**src/sra_pkg.sv**
```systemverilog
/*
 * sra_pkg: shared constants for the receiver status and auxiliary TDM formatter block.
 * Assumes a 32-bit AXI4-Lite register bus in which a register index maps to byte address index*4.
 */
package sra_pkg;
   // register indices; byte address is index*4
   localparam int ADDR_W = 18;
   localparam int IDX_W = 16;
   localparam logic [IDX_W-1:0] IDX_COMPR_CODE = 16'hF603;
   localparam logic [IDX_W-1:0] IDX_AUTO_RESUME = 16'hF604;
   localparam logic [IDX_W-1:0] IDX_LOCK_LOST = 16'hF605;
   localparam logic [IDX_W-1:0] IDX_AUX_ENABLE = 16'hF608;
   localparam logic [IDX_W-1:0] IDX_IRQ_STATUS = 16'hF610;
   localparam logic [IDX_W-1:0] IDX_IRQ_MASK = 16'hF611;
   localparam logic [IDX_W-1:0] IDX_LIVE_STATUS = 16'hF612;

   // field positions
   localparam int RESUME_BIT = 0;
   localparam int LOST_BIT = 0;
   localparam int AUX_SEL_W = 4;
   localparam int AUX_CLK_BIT = 4;
   localparam int AUX_EN_W = 5;
   localparam int IRQ_W = 3;
   localparam int IRQ_LOST = 0;
   localparam int IRQ_RELOCK = 1;
   localparam int IRQ_CODE = 2;
   localparam int LIVE_LOCK = 0;
   localparam int LIVE_MUTE = 1;

   // reset values
   localparam logic [15:0] COMPR_RESET = 16'h0000;
   localparam logic [AUX_EN_W-1:0] AUX_EN_RESET = 5'h00;
   localparam logic [IRQ_W-1:0] IRQ_RESET = 3'h0;

   // tdm frame layout
   localparam int SLOT_BITS = 32;
   localparam int SLOTS = 8;
   localparam int FRAME_BITS = SLOT_BITS * SLOTS;
   localparam int AUDIO_BITS = 24;
   localparam int PORT_CNT = 4;

   // synchroniser lanes
   localparam int SYN_W = 5;
   localparam int SYN_LOCK = 0;
   localparam int SYN_REC_BIT = 1;
   localparam int SYN_REC_FRAME = 2;
   localparam int SYN_GEN_BIT = 3;
   localparam int SYN_GEN_FRAME = 4;

   localparam logic [1:0] RESP_OKAY = 2'h0;
   localparam logic [1:0] RESP_SLVERR = 2'h2;
endpackage

```
**src/sra_tdm_if.sv**
```systemverilog
/*
 * sra_tdm_if: carries a formatted frame and its load/shift strobes to the shifter.
 * Assumes both ends run on the same system clock.
 */
interface sra_tdm_if;
   logic loadFrame;
   logic shiftBit;
   logic [sra_pkg::FRAME_BITS-1:0] frameWord;
   logic serialBit;
   modport ctrl (output loadFrame, output shiftBit, output frameWord, input serialBit);
   modport fmt (input loadFrame, input shiftBit, input frameWord, output serialBit);
endinterface

```
**src/sra_rx_status.sv**
```systemverilog
/*
 * sra_rx_status: lock supervision, mute control, sticky lock_lost_sticky flag, compression code
 * capture, interrupt status/mask, AXI4-Lite register slave and auxiliary TDM frame routing.
 * Assumes the receiver front end delivers decoded samples on clk with a one-cycle sampleValid,
 * while the lock level and the serial clocks arrive asynchronously and are synchronised here.
 */
// Summary of operation
// - compression code readable, reset zero
// - lock loss mutes audio output
// - resume bit zero: stay muted until toggled
// - resume bit one: unmute on relock
// - sticky flag sets when lock lost
// - writing resume one clears sticky flag
// - enabled port emits eight-slot TDM stream
// - slot 0: left audio, eight zeros
// - slot 1: left P V U C bits
// - slot 2: codec and audio type bits
// - slots 3 and 6 all zero
// - slot 4: right audio, eight zeros
// - slot 5: right P V U C bits
// - slot 7: block start bit
// - one-hot select routes to port 0-3
// - clock source: recovered or generator clocks
module sra_rx_status (
   input wire logic clk,
   input wire logic resetn,
   // AXI4-Lite slave
   input wire logic [sra_pkg::ADDR_W-1:0] s_axi_awaddr,
   input wire logic s_axi_awvalid,
   output logic s_axi_awready,
   input wire logic [31:0] s_axi_wdata,
   input wire logic [3:0] s_axi_wstrb,
   input wire logic s_axi_wvalid,
   output logic s_axi_wready,
   output logic [1:0] s_axi_bresp,
   output logic s_axi_bvalid,
   input wire logic s_axi_bready,
   input wire logic [sra_pkg::ADDR_W-1:0] s_axi_araddr,
   input wire logic s_axi_arvalid,
   output logic s_axi_arready,
   output logic [31:0] s_axi_rdata,
   output logic [1:0] s_axi_rresp,
   output logic s_axi_rvalid,
   input wire logic s_axi_rready,
   // receiver front end
   input wire logic rxLockIn,
   input wire logic sampleValid,
   input wire logic [sra_pkg::AUDIO_BITS-1:0] leftAudio,
   input wire logic [sra_pkg::AUDIO_BITS-1:0] rightAudio,
   input wire logic [3:0] leftFlags,
   input wire logic [3:0] rightFlags,
   input wire logic codecKindBit,
   input wire logic audioTypeBit,
   input wire logic blockStart,
   input wire logic [15:0] compressionCode,
   // serial clocks from recovery and from the internal generator
   input wire logic recBitClkIn,
   input wire logic recFrameClkIn,
   input wire logic genBitClkIn,
   input wire logic genFrameClkIn,
   // outputs
   output logic rxAudioMuted,
   output logic [sra_pkg::PORT_CNT-1:0] serialOutPort,
   output logic auxBitClkOut,
   output logic auxFrameClkOut,
   output logic irq
);
   typedef struct packed {
      logic awHave;
      logic [sra_pkg::IDX_W-1:0] awIdx;
      logic awBad;
      logic wHave;
      logic [31:0] wData;
      logic [3:0] wStrb;
      logic awReady;
      logic wReady;
      logic bValid;
      logic [1:0] bResp;
      logic arReady;
      logic rValid;
      logic [31:0] rData;
      logic [1:0] rResp;
      logic [15:0] compCode;
      logic autoResume;
      logic [sra_pkg::AUX_EN_W-1:0] auxEn;
      logic lockLostSticky;
      logic [sra_pkg::IRQ_W-1:0] irqStatus;
      logic [sra_pkg::IRQ_W-1:0] irqMask;
      logic irqOut;
      logic prevLock;
      logic prevResume;
      logic mutedHold;
      logic muteOut;
      logic prevBit;
      logic prevFrame;
      logic bitOut;
      logic frameOut;
      logic [sra_pkg::PORT_CNT-1:0] ports;
      logic [sra_pkg::AUDIO_BITS-1:0] sLeft;
      logic [sra_pkg::AUDIO_BITS-1:0] sRight;
      logic [3:0] sLFlags;
      logic [3:0] sRFlags;
      logic sCodec;
      logic sAudioType;
      logic sBlock;
   } sra_main_state_t;

   localparam sra_main_state_t ST_RESET = '{
      awReady: 1'b1,
      wReady: 1'b1,
      arReady: 1'b1,
      compCode: sra_pkg::COMPR_RESET,
      auxEn: sra_pkg::AUX_EN_RESET,
      irqStatus: sra_pkg::IRQ_RESET,
      irqMask: sra_pkg::IRQ_RESET,
      default: '0
   };

   sra_main_state_t st_reg;
   sra_main_state_t st_next;

   logic [sra_pkg::SYN_W-1:0] syncIn;
   logic [sra_pkg::SYN_W-1:0] syncLvl;
   logic [sra_pkg::PORT_CNT-1:0] portNext;

   sra_tdm_if tdm ();

   assign syncIn = {genFrameClkIn, genBitClkIn, recFrameClkIn, recBitClkIn, rxLockIn};

   sra_sync_bank #(
      .W(sra_pkg::SYN_W)
   ) u_sync (
      .clk(clk),
      .resetn(resetn),
      .asyncIn(syncIn),
      .syncOut(syncLvl)
   );

   sra_tdm_shifter u_shift (
      .clk(clk),
      .resetn(resetn),
      .tdm(tdm.fmt)
   );

   // only an exact one-hot code selects a port; any other value routes nowhere
   genvar gi;
   generate
      for (gi = 0; gi < sra_pkg::PORT_CNT; gi++) begin : g_port
         assign portNext[gi] = (st_reg.auxEn[sra_pkg::AUX_SEL_W-1:0] == 4'(1 << gi)) && tdm.serialBit;
      end
   endgenerate

   function automatic logic [31:0] read_reg(input sra_main_state_t s, input logic [sra_pkg::IDX_W-1:0] idx);
      logic [31:0] v;
      v = 32'h00000000;
      case (idx)
         sra_pkg::IDX_COMPR_CODE: v[15:0] = s.compCode;
         sra_pkg::IDX_AUTO_RESUME: v[sra_pkg::RESUME_BIT] = s.autoResume;
         sra_pkg::IDX_LOCK_LOST: v[sra_pkg::LOST_BIT] = s.lockLostSticky;
         sra_pkg::IDX_AUX_ENABLE: v[sra_pkg::AUX_EN_W-1:0] = s.auxEn;
         sra_pkg::IDX_IRQ_STATUS: v[sra_pkg::IRQ_W-1:0] = s.irqStatus;
         sra_pkg::IDX_IRQ_MASK: v[sra_pkg::IRQ_W-1:0] = s.irqMask;
         sra_pkg::IDX_LIVE_STATUS: begin
            v[sra_pkg::LIVE_LOCK] = s.prevLock;
            v[sra_pkg::LIVE_MUTE] = s.muteOut;
         end
         default: v = 32'h00000000;
      endcase
      return v;
   endfunction

   function automatic logic idx_mapped(input logic [sra_pkg::IDX_W-1:0] idx);
      return (idx == sra_pkg::IDX_COMPR_CODE) || (idx == sra_pkg::IDX_AUTO_RESUME) ||
             (idx == sra_pkg::IDX_LOCK_LOST) || (idx == sra_pkg::IDX_AUX_ENABLE) ||
             (idx == sra_pkg::IDX_IRQ_STATUS) || (idx == sra_pkg::IDX_IRQ_MASK) ||
             (idx == sra_pkg::IDX_LIVE_STATUS);
   endfunction

   always_comb begin
      logic lockNow;
      logic lockFell;
      logic lockRose;
      logic resumeFell;
      logic clearSticky;
      logic bitClk;
      logic frameClk;
      logic bitFall;
      logic frameRise;
      logic doWrite;
      logic [sra_pkg::IRQ_W-1:0] irqSet;
      logic [sra_pkg::IRQ_W-1:0] irqClr;
      logic [sra_pkg::AUDIO_BITS-1:0] audL;
      logic [sra_pkg::AUDIO_BITS-1:0] audR;
      lockNow = syncLvl[sra_pkg::SYN_LOCK];
      lockFell = st_reg.prevLock && !lockNow;
      lockRose = !st_reg.prevLock && lockNow;
      resumeFell = st_reg.prevResume && !st_reg.autoResume;
      clearSticky = 1'b0;
      irqSet = '0;
      irqClr = '0;
      doWrite = 1'b0;
      bitClk = 1'b0;
      frameClk = 1'b0;
      bitFall = 1'b0;
      frameRise = 1'b0;
      audL = '0;
      audR = '0;
      st_next = st_reg;

      // write address and data are taken independently, in either order
      if (s_axi_awvalid && st_reg.awReady) begin
         st_next.awHave = 1'b1;
         st_next.awIdx = s_axi_awaddr[sra_pkg::ADDR_W-1:2];
      end
      if (s_axi_wvalid && st_reg.wReady) begin
         st_next.wHave = 1'b1;
         st_next.wData = s_axi_wdata;
         st_next.wStrb = s_axi_wstrb;
      end
      if (st_reg.bValid && s_axi_bready) begin
         st_next.bValid = 1'b0;
      end
      if (st_reg.awHave && st_reg.wHave && !st_reg.bValid) begin
         doWrite = 1'b1;
         st_next.awHave = 1'b0;
         st_next.wHave = 1'b0;
         st_next.bValid = 1'b1;
         st_next.bResp = idx_mapped(st_reg.awIdx) ? sra_pkg::RESP_OKAY : sra_pkg::RESP_SLVERR;
      end
      if (doWrite && st_reg.wStrb[0]) begin
         case (st_reg.awIdx)
            sra_pkg::IDX_AUTO_RESUME: begin
               st_next.autoResume = st_reg.wData[sra_pkg::RESUME_BIT];
               clearSticky = st_reg.wData[sra_pkg::RESUME_BIT];
            end
            sra_pkg::IDX_AUX_ENABLE: st_next.auxEn = st_reg.wData[sra_pkg::AUX_EN_W-1:0];
            sra_pkg::IDX_IRQ_STATUS: irqClr = st_reg.wData[sra_pkg::IRQ_W-1:0];
            sra_pkg::IDX_IRQ_MASK: st_next.irqMask = st_reg.wData[sra_pkg::IRQ_W-1:0];
            default: clearSticky = 1'b0;
         endcase
      end
      // one write in flight: channels reopen only after the response is accepted
      st_next.awReady = !st_next.awHave && !st_next.bValid;
      st_next.wReady = !st_next.wHave && !st_next.bValid;

      // read channel
      if (s_axi_arvalid && st_reg.arReady) begin
         st_next.rValid = 1'b1;
         st_next.rData = read_reg(st_reg, s_axi_araddr[sra_pkg::ADDR_W-1:2]);
         st_next.rResp = idx_mapped(s_axi_araddr[sra_pkg::ADDR_W-1:2]) ? sra_pkg::RESP_OKAY : sra_pkg::RESP_SLVERR;
      end else if (st_reg.rValid && s_axi_rready) begin
         st_next.rValid = 1'b0;
      end
      st_next.arReady = !st_next.rValid;

      // lock supervision and mute
      st_next.prevLock = lockNow;
      st_next.prevResume = st_reg.autoResume;
      if (lockFell) begin
         st_next.mutedHold = 1'b1;
      end else if (st_reg.autoResume && lockNow) begin
         st_next.mutedHold = 1'b0;
      end else if (resumeFell) begin
         st_next.mutedHold = 1'b0;
      end
      // not yet locked also keeps audio muted
      st_next.muteOut = st_next.mutedHold || !lockNow;

      // a loss in the same cycle as the clearing write keeps the flag set
      if (lockFell) begin
         st_next.lockLostSticky = 1'b1;
      end else if (clearSticky) begin
         st_next.lockLostSticky = 1'b0;
      end

      // sample capture; the code only updates while compressed audio is flagged
      if (sampleValid) begin
         st_next.sLeft = leftAudio;
         st_next.sRight = rightAudio;
         st_next.sLFlags = leftFlags;
         st_next.sRFlags = rightFlags;
         st_next.sCodec = codecKindBit;
         st_next.sAudioType = audioTypeBit;
         st_next.sBlock = blockStart;
         if (audioTypeBit) begin
            st_next.compCode = compressionCode;
         end
      end

      // interrupts: set wins over write-one-to-clear
      irqSet[sra_pkg::IRQ_LOST] = lockFell;
      irqSet[sra_pkg::IRQ_RELOCK] = lockRose;
      irqSet[sra_pkg::IRQ_CODE] = st_next.compCode != st_reg.compCode;
      st_next.irqStatus = (st_reg.irqStatus & ~irqClr) | irqSet;
      st_next.irqOut = |(st_next.irqStatus & st_next.irqMask);

      // serial clock selection and edge detection on the system clock
      bitClk = st_reg.auxEn[sra_pkg::AUX_CLK_BIT] ? syncLvl[sra_pkg::SYN_GEN_BIT] : syncLvl[sra_pkg::SYN_REC_BIT];
      frameClk = st_reg.auxEn[sra_pkg::AUX_CLK_BIT] ? syncLvl[sra_pkg::SYN_GEN_FRAME] : syncLvl[sra_pkg::SYN_REC_FRAME];
      st_next.prevBit = bitClk;
      st_next.prevFrame = frameClk;
      bitFall = st_reg.prevBit && !bitClk;
      frameRise = !st_reg.prevFrame && frameClk;
      st_next.bitOut = bitClk;
      st_next.frameOut = frameClk;
      tdm.loadFrame = frameRise;
      tdm.shiftBit = bitFall && !frameRise;

      // muted audio goes out as zeros; side-channel bits still pass
      audL = st_reg.muteOut ? '0 : st_reg.sLeft;
      audR = st_reg.muteOut ? '0 : st_reg.sRight;
      tdm.frameWord = {
         audL, 8'h00,
         20'h00000, st_reg.sLFlags, 8'h00,
         22'h000000, st_reg.sCodec, st_reg.sAudioType, 8'h00,
         32'h00000000,
         audR, 8'h00,
         20'h00000, st_reg.sRFlags, 8'h00,
         32'h00000000,
         23'h000000, st_reg.sBlock, 8'h00
      };
      st_next.ports = portNext;
   end

   always_ff @(posedge clk or negedge resetn) begin
      if (!resetn) begin
         st_reg <= ST_RESET;
      end else begin
         st_reg <= st_next;
      end
   end

   assign s_axi_awready = st_reg.awReady;
   assign s_axi_wready = st_reg.wReady;
   assign s_axi_bvalid = st_reg.bValid;
   assign s_axi_bresp = st_reg.bResp;
   assign s_axi_arready = st_reg.arReady;
   assign s_axi_rvalid = st_reg.rValid;
   assign s_axi_rdata = st_reg.rData;
   assign s_axi_rresp = st_reg.rResp;
   assign rxAudioMuted = st_reg.muteOut;
   assign serialOutPort = st_reg.ports;
   assign auxBitClkOut = st_reg.bitOut;
   assign auxFrameClkOut = st_reg.frameOut;
   assign irq = st_reg.irqOut;
endmodule

```
**src/sra_sync_bank.sv**
```systemverilog
/*
 * sra_sync_bank: two-flop synchronisers for levels arriving from outside the clock domain.
 * Assumes each lane is an independent level; no multi-bit coherence is offered.
 */
module sra_sync_bank #(
   parameter int W = 5
) (
   input wire logic clk,
   input wire logic resetn,
   input wire logic [W-1:0] asyncIn,
   output logic [W-1:0] syncOut
);
   typedef struct packed {
      logic [W-1:0] stage1;
      logic [W-1:0] stage2;
   } sra_sync_state_t;

   sra_sync_state_t st_reg;
   sra_sync_state_t st_next;

   always_comb begin
      st_next.stage1 = asyncIn;
      st_next.stage2 = st_reg.stage1;
   end

   always_ff @(posedge clk or negedge resetn) begin
      if (!resetn) begin
         st_reg <= '0;
      end else begin
         st_reg <= st_next;
      end
   end

   assign syncOut = st_reg.stage2;
endmodule

```
**src/sra_tdm_shifter.sv**
```systemverilog
/*
 * sra_tdm_shifter: holds one TDM frame and shifts it out MSB first.
 * Assumes load and shift strobes are single-cycle pulses; load wins over shift.
 */
module sra_tdm_shifter (
   input wire logic clk,
   input wire logic resetn,
   sra_tdm_if.fmt tdm
);
   typedef struct packed {
      logic [sra_pkg::FRAME_BITS-1:0] shift;
   } sra_shift_state_t;

   sra_shift_state_t st_reg;
   sra_shift_state_t st_next;

   always_comb begin
      st_next = st_reg;
      if (tdm.loadFrame) begin
         st_next.shift = tdm.frameWord;
      end else if (tdm.shiftBit) begin
         st_next.shift = {st_reg.shift[sra_pkg::FRAME_BITS-2:0], 1'b0};
      end
   end

   always_ff @(posedge clk or negedge resetn) begin
      if (!resetn) begin
         st_reg <= '0;
      end else begin
         st_reg <= st_next;
      end
   end

   assign tdm.serialBit = st_reg.shift[sra_pkg::FRAME_BITS-1];
endmodule

```
**config.mk**
```make
export PLATFORM = sky130hd
export DESIGN_NAME = sra_rx_status
export DESIGN_NICKNAME = d
export VERILOG_FILES = /design/src/sra_pkg.sv /design/src/sra_tdm_if.sv /design/src/sra_rx_status.sv /design/src/sra_sync_bank.sv /design/src/sra_tdm_shifter.sv
export SDC_FILE = /design/constraint.sdc
export NUM_CORES = 1
export LEC_CHECK = 0
export BUFFER_PORTS_ARGS = -buffer_cell sky130_fd_sc_hd__buf_2
export CORE_ASPECT_RATIO = 0.8
export CORE_MARGIN = 2
export CORE_UTILIZATION = 47
export DETAILED_ROUTE_END_ITERATION = 7
export PLACE_DENSITY = 0.73
export SYNTH_ARGS = -nofsm -noshare
export SYNTH_HDL_FRONTEND = slang
export SYNTH_SLANG_ARGS = --single-unit
```
**constraint.sdc**
```tcl
create_clock -name clk -period 2.4 [get_ports clk]
set_clock_uncertainty 0.2 [all_clocks]
set_input_delay 0.24 -clock clk [delete_from_list [all_inputs] [get_ports clk]]
set_output_delay 0.24 -clock clk [all_outputs]
set_load 0.02 [all_outputs]
```
==> results by group, run 1 <==
Outcome
  • Status: finished, final reports clean

Cells and area
  • Area growth syn-to-layout: 21.9%
  • Post-route core utilization: 0.577
  • Commonest non-fill, non-tap cells in the layout: nand2_1 (431), dfrtp_1 (401), a21oi_1 (195)
  • Number of filler cells placed in the layout: 2867
  • Share of layout cells above drive strength 1: 0.207
  • Post-route cell area: 0.0206 mm²
  • Final nets: 1976
  • Max reg flops: 248
  • Fin cells: 2322
  • Commonest non-fill, non-tap cell in the layout: nand2_1

Place
  • Post-place instance area: approximately 0.018 mm²
  • IO buf count: 156
  • Final Wtd Congestion: between 0.8 and 0.9
  • Dpl hpwl: 20900 µm
  • Placed Instances: 2145

Timing
  • Worst-margin pin slew: around 0.64 ns
  • Period utilisation layout: 0.965
  • Fin. max-slew vios: 0
  • Hold_ws: 0.0249 ns
  • RSZ-0062 raised after global routing: false
  • Slew headroom: 0.575
  • Setup TNS: 0 ns
  • Fin crit period: 2.32 ns
  • Fmax: 432 MHz
  • Fin. Hold Viols: 0
  • Finish-stage setup viols: 0

Logic synthesis
  • Post-synth top flop: dfrtp_1
  • Mapped Cells: 1590
  • Synthesis-stage register bit count: 404
  • Post-synth EDFFs: 0
  • Dominant cells by area after synthesis: dfrtp_1 (59%), nand2_1 (9.6%), mux2_2 (6.6%)
  • Post-synthesis sequential area ratio: 0.600
  • Synth area leader: dfrtp_1
  • Synthesized area: between 0.015 and 0.02 mm²
  • Area share of the largest cell type after synthesis: 0.595
  • Async S/R FF share, synth: 1.00
  • Avg Synthesized Cell Area: 10.6 µm²
  • Yosys warns: 0
  • Distinct cells, synth: 55

Critical path
  • CP Capture Type: register
  • CP Class: reg2reg
  • Most frequent CP cell: or3_4
  • CP Launch Type: register
  • Crit path max-delay cell type: or3_4
  • Crit path DAT: roughly 2.5 ns
  • Max FO, Critical Path: 3
  • Reg-to-reg slack, setup: 0.08 ns
  • Critical path cell sequence: or3_4, or3_4, nor4_4, mux2i_2, o221ai_1
  • Critical Path Max Stage Delay: 0.41 ns
  • Worst Path Required: 2.59 ns

Hold path
  • Hold Path Class: in2reg

Clock tree
  • Postcts setup bufs: 0
  • CTS max path bufs: 3
  • CTS clk-pin slew, worst paths: 0.06 ns
  • Clock Latency Late Sink: 0.53 ns
  • Root buf cell: clkbuf_16
  • Htree depth: 2
  • Clock sinks: 404
  • CTS tree: done
  • CTS Buf Count: 41

Power
  • Cell Int Power: about 0.012 W
  • Clock power share: 0.399
  • Part of the power in combinational logic: 0.110
  • Net Sw Frac: 0.243
  • Peak VDD IR: 0.000595 V
  • Sequential share of power: 0.491
  • Power density over the cells: 758 mW/mm²
  • Leak: 9.03 nW
  • Sw power: about 0.0038 W

Routing
  • Wire length per cell: 14.8 µm
  • Vias: roughly 12000
  • WL final: 34400 µm
  • Avg Vias per Cell: 5.14
  • Detailed-route DRC error count: 0
  • Final ANT Viol Nets: 0
  • DR iter-0 viols: between 700 and 800
  • DRT Pass-1 Iters: 5

Global route
  • Largest net degree at the start of global routing: just under 80
  • Antenna violations before repair: 1
  • First-pass GRT wire length: 58700 µm
  • Vias in the first global route: 12000
  • Grt total ovfl: 0
  • Total GRT Usage: 0.187

Floorplan
  • Width of the die: 216 µm
  • Core area: 0.0356 mm²
  • Die area: 0.0374 mm²
  • Row Count: 62
  • Die height: 173 µm
  • Initial Util: 0.474
  • I/O Pins: 209

Job
  • Max Cap Viol: 0
-- cell families (layout without fill, tap and decap cells) --
group,Yosys count,in the layout,synth area share
xor+xnor,16,16,0.00831
simple gates,555,555,0.150
other cells,1,19,0.000222
flops,404,404,0.600
mux,166,166,0.107
buf+inv,153,387,0.0436
compound gates,295,295,0.0911
-- Yosys cell counts, drive strengths merged, types with 6 or more instances --
library cell  instances
clkbuf               85
mux2i                62
nor2                 11
inv                  10
nand2               432
a21oi               195
nand3b               53
nor3                  8
buf                  58
xnor2                16
mux2                104
o21ai                81
nand4                 6
nor2b                 7
dfrtp               401
-- power groups by stage --
stage	clock (W)	combinational, W	sequential [W]
2_1_floorplan	0	0.00105	0.00767
3_3_place_gp	0	0.00151	0.00771
3_5_place_dp	0	0.00156	0.00774
4_1_cts	0.00638	0.00171	0.00762
5_1_grt	0.00668	0.00188	0.00770
6_report	0.00622	0.00172	0.00765
-- repair_timing --
item | 4_1_cts | 5_1_grt
hold buffers | 108 | 0
endpoints found under the hold margin | 514 | 0
setup endpoints to repair | 0 | 1
gates resized for setup | 0 | 2
-- path summary, 6_finish.rpt --
check | to | depth (start not counted) | startpoint
setup reg to reg | irq | 5 | st_reg[185]
max in group asynchronous | s_axi_arready | 3 | resetn
min in group asynchronous | st_reg[190] | 2 | resetn
setup / recovery | irq | 5 | st_reg[185]
hold / removal | s_axi_rdata[0] | 3 | s_axi_araddr[3]
hold reg to reg | u_sync.syncOut[3] | 0 | u_sync.st_next[3]
-- worst max-delay path: cells and delay by family (launching register included) --
| family | cells | cell delay, ns |
|---|---|---|
| simple gates | 3 | 1.10 |
| compound gates | 1 | 0.18 |
| flops | 1 | 0.37 |
| mux | 1 | 0.33 |
-- per-layer routing --
metal	GRT usage	vias up	routed length [µm]
li1	-	5747	-
met1	0.255	5916	15400
met2	0.307	204	17000
met3	0.0296	69	1140
met4	0.0612	0	911
met5	0	-	0
-- cell type report --
type,count,area (µm²),area share
diodes,1,2.50,0.000122
clock buffers,58,1200,0.0585
flip-flops and latches,404,10100,0.492
multi-input cells,1050,6110,0.297
clock inverters,10,109,0.00530
well taps,480,601,0.0292
repair buffers,309,2380,0.116
inverters,10,37.5,0.00183
-- through the flow --
step                      setup WS (ns)  total power [W]
after global routing             0.0604           0.0163
final                            0.0848           0.0156
after floorplan                   0.149          0.00872
after detailed placement         0.0521          0.00930
after global placement            0.146          0.00922
after CTS                        0.0290           0.0157
Note: power is estimated with default switching activity, not from simulation.
==> inputs of run 2 (changes only) <==
--- a/config.mk
+++ b/config.mk
@@ -10,7 +10,7 @@
 export CORE_MARGIN = 2
 export CORE_UTILIZATION = 47
 export DETAILED_ROUTE_END_ITERATION = 7
-export PLACE_DENSITY = 0.73
+export PLACE_DENSITY = 0.71
 export SYNTH_ARGS = -nofsm -noshare
 export SYNTH_HDL_FRONTEND = slang
 export SYNTH_SLANG_ARGS = --single-unit
==> constraint.sdc (replaced) <==
create_clock -name clk -period 2.7 [get_ports clk]
set_clock_uncertainty 0.2 [all_clocks]
set_input_delay 0.27 -clock clk [delete_from_list [all_inputs] [get_ports clk]]
set_output_delay 0.27 -clock clk [all_outputs]
set_load 0.02 [all_outputs]
==> run 2 against run 1 <==
  * Clock power is 11% lower
  * Largest cell class unchanged
  * Maximum frequency decreased by 2.5%
  * Sequential cell count unchanged
==> results by group, run 2 (same netlist as run 1, synthesis figures left out) <==
Power
  • Peak VDD IR: 0.000723 V (+22%)
  • Sequential share of power: 0.491 (about the same)
  • Leak: 8.98 nW (-0.53%)
  • Sw power: 0.00335 W (-11%)
  • Clock power share: 0.399 (about the same)
  • Part of the power in combinational logic: 0.110 (about the same)
  • Post-layout power: 0.0138 W (-11%)
  • Net Sw Frac: 0.243 (-0.000389)
  • Cell Int Power: 0.0105 W (-11%)
  • Power density over the cells: 674 mW/mm² (-11%)

Cells and area
  • Commonest non-fill, non-tap cells in the layout: nand2_1 (431), dfrtp_1 (401), a21oi_1 (195)
  • Max reg flops: 248 (unchanged)
  • Area growth syn-to-layout: 21.5%
  • Post-route cell area: 0.0205 mm² (-0.29%)
  • Share of layout cells above drive strength 1: 0.201 (-0.00641)
  • Commonest non-fill, non-tap cell in the layout: nand2_1
  • Final nets: 1965 (-0.56%)

Routing
  • Detailed-route DRC error count: 0 (unchanged)
  • Vias: 11800 (-1.1%)
  • Wire length per cell: 14.8 µm (-0.23%)
  • DRT Pass-1 Iters: 7 (+2)
  • Final ANT Viol Nets: 0 (unchanged)
  • WL final: 34300 µm (-0.44%)
  • DR iter-0 viols: 979 (+30%)
  • Avg Vias per Cell: 5.10 (-0.87%)

Clock tree
  • Clock Latency Late Sink: 0.53 ns (about the same)
  • Postcts setup bufs: 0 (unchanged)
  • Root buf cell: clkbuf_16
  • Htree depth: 2 (unchanged)
  • Clock sinks: 404 (unchanged)
  • CTS Buf Count: 42 (+2.4%)
  • CTS max path bufs: 3 (unchanged)
  • CTS tree: done
  • CTS clk-pin slew, worst paths: 0.06 ns (about the same)

Critical path
  • Critical Path Start: st_reg[185]
  • CP endpoint: st_reg[80]
  • CP Launch Type: register
  • Worst Reg-to-Reg Cells: 4 (-1)
  • CP Capture Type: register
  • Worst r2r src: st_reg[185]
  • Max FO, Critical Path: 5 (+2)
  • Crit path DAT: 2.58 ns (+0.07 ns)
  • Worst Path Required: 2.91 ns (+0.32 ns)
  • CP Class: reg2reg
  • Reg-to-reg slack, setup: 0.33 ns (+0.24 ns)
  • Reg-to-Reg End: st_reg[80]

Floorplan
  • Die area: 0.0374 mm² (unchanged)
  • Width of the die: 216 µm (unchanged)
  • I/O Pins: 209 (unchanged)
  • Core area: 0.0356 mm² (unchanged)
  • Row Count: 62 (unchanged)
  • Initial Util: 0.474 (unchanged)
  • Die height: 173 µm (unchanged)

Global route
  • Largest net degree at the start of global routing: 93 (+18%)
  • Grt total ovfl: 0 (unchanged)
  • First-pass GRT wire length: 58600 µm (-0.24%)
  • Vias in the first global route: 11800 (-1.3%)
  • Antenna violations before repair: 1 (unchanged)
  • Total GRT Usage: 0.187 (-0.000270)

Timing
  • Fin. max-slew vios: 0 (unchanged)
  • Hold_ws: 0.0213 ns (-0.00365 ns)
  • Worst-margin pin slew: 0.714 ns (+0.0782 ns)
  • RSZ-0062 raised after global routing: false
  • Slew headroom: 0.520 (-0.0555)
  • Finish-stage setup viols: 0 (unchanged)
  • Fmax: 421 MHz (-2.5%)
  • Fin. Hold Viols: 0 (unchanged)
  • Fin crit period: 2.37 ns (+0.0589 ns)
  • Setup TNS: 0 ns (unchanged)
  • Period utilisation layout: 0.879 (-0.0854)

Place
  • Dpl hpwl: 20500 µm (-2.3%)
  • IO buf count: 156 (unchanged)
  • Post-place instance area: 0.0181 mm² (-0.32%)
  • Final Wtd Congestion: 0.784 (-2.2%)

Outcome
  • Status: finished, final reports clean

Hold path
  • Hold Path Class: in2reg

Job
  • Max Cap Viol: 0 (unchanged)
## run 2: cell type report
| class | instances | area (µm²) |
|---|---|---|
| timing repair buffer | 297 | 2320 |
| multi-input combinational | 1050 | 6100 |
| clock inverter | 5 | 31.3 |
| antenna | 2 | 5.00 |
| inverter | 10 | 37.5 |
| fill | 2908 | 15100 |
| tap | 480 | 601 |
| sequential | 404 | 10100 |
| clock buffer | 69 | 1290 |
## run 2: layer usage
layer,GRT usage,up-vias,share of wire
met5,0,-,0
met4,0.0560,0,0.023
met3,0.0302,68,0.036
met2,0.303,205,0.48
met1,0.259,5801,0.46
li1,-,5733,-
## run 2: how the worst min path moves through the flow
stage	from	to	slack, ns	cells after the start
after global routing	sampleValid	st_reg[1]	0.04	2
final	sampleValid	st_reg[1]	0.02	2
after floorplan	resetn	auxBitClkOut	-0.23	0
after global placement	resetn	st_reg[192]	0.09	1
after detailed placement	resetn	st_reg[193]	0.09	1
after CTS	sampleValid	st_reg[1]	0.01	2
## run 2: critical path, cell delays in order, from the launching register on
cell and delay, ns:
dfrtp_1 0.37, or3_4 0.40, or3_4 0.41, nor4_4 0.53, mux2_4 0.34
## run 2: power by group through the flow
stage          Sequential [W]  Clock [W]  Combinational (W)
3_5_place_dp          0.00689          0            0.00138
2_1_floorplan         0.00682          0           0.000931
5_1_grt               0.00684    0.00595            0.00167
3_3_place_gp          0.00686          0            0.00134
6_report              0.00678    0.00552            0.00152
4_1_cts               0.00678    0.00566            0.00152
## run 2: through the flow
stage / util / std cells / worst slack (ns)
3_5_place_dp: 0.508 / 2134 / 0.334
5_1_grt: 0.576 / 2316 / 0.175
6_report: 0.576 / 2317 / 0.326
2_1_floorplan: - / 1607 / 0.449
3_3_place_gp: 0.508 / 2134 / 0.359
4_1_cts: 0.576 / 2315 / 0.327
## run 2: what timing repair did
item                      in CTS  in global routing
gates resized for setup        0                  0
hold endpoints to repair     205                  0
hold buffers                 107                  0
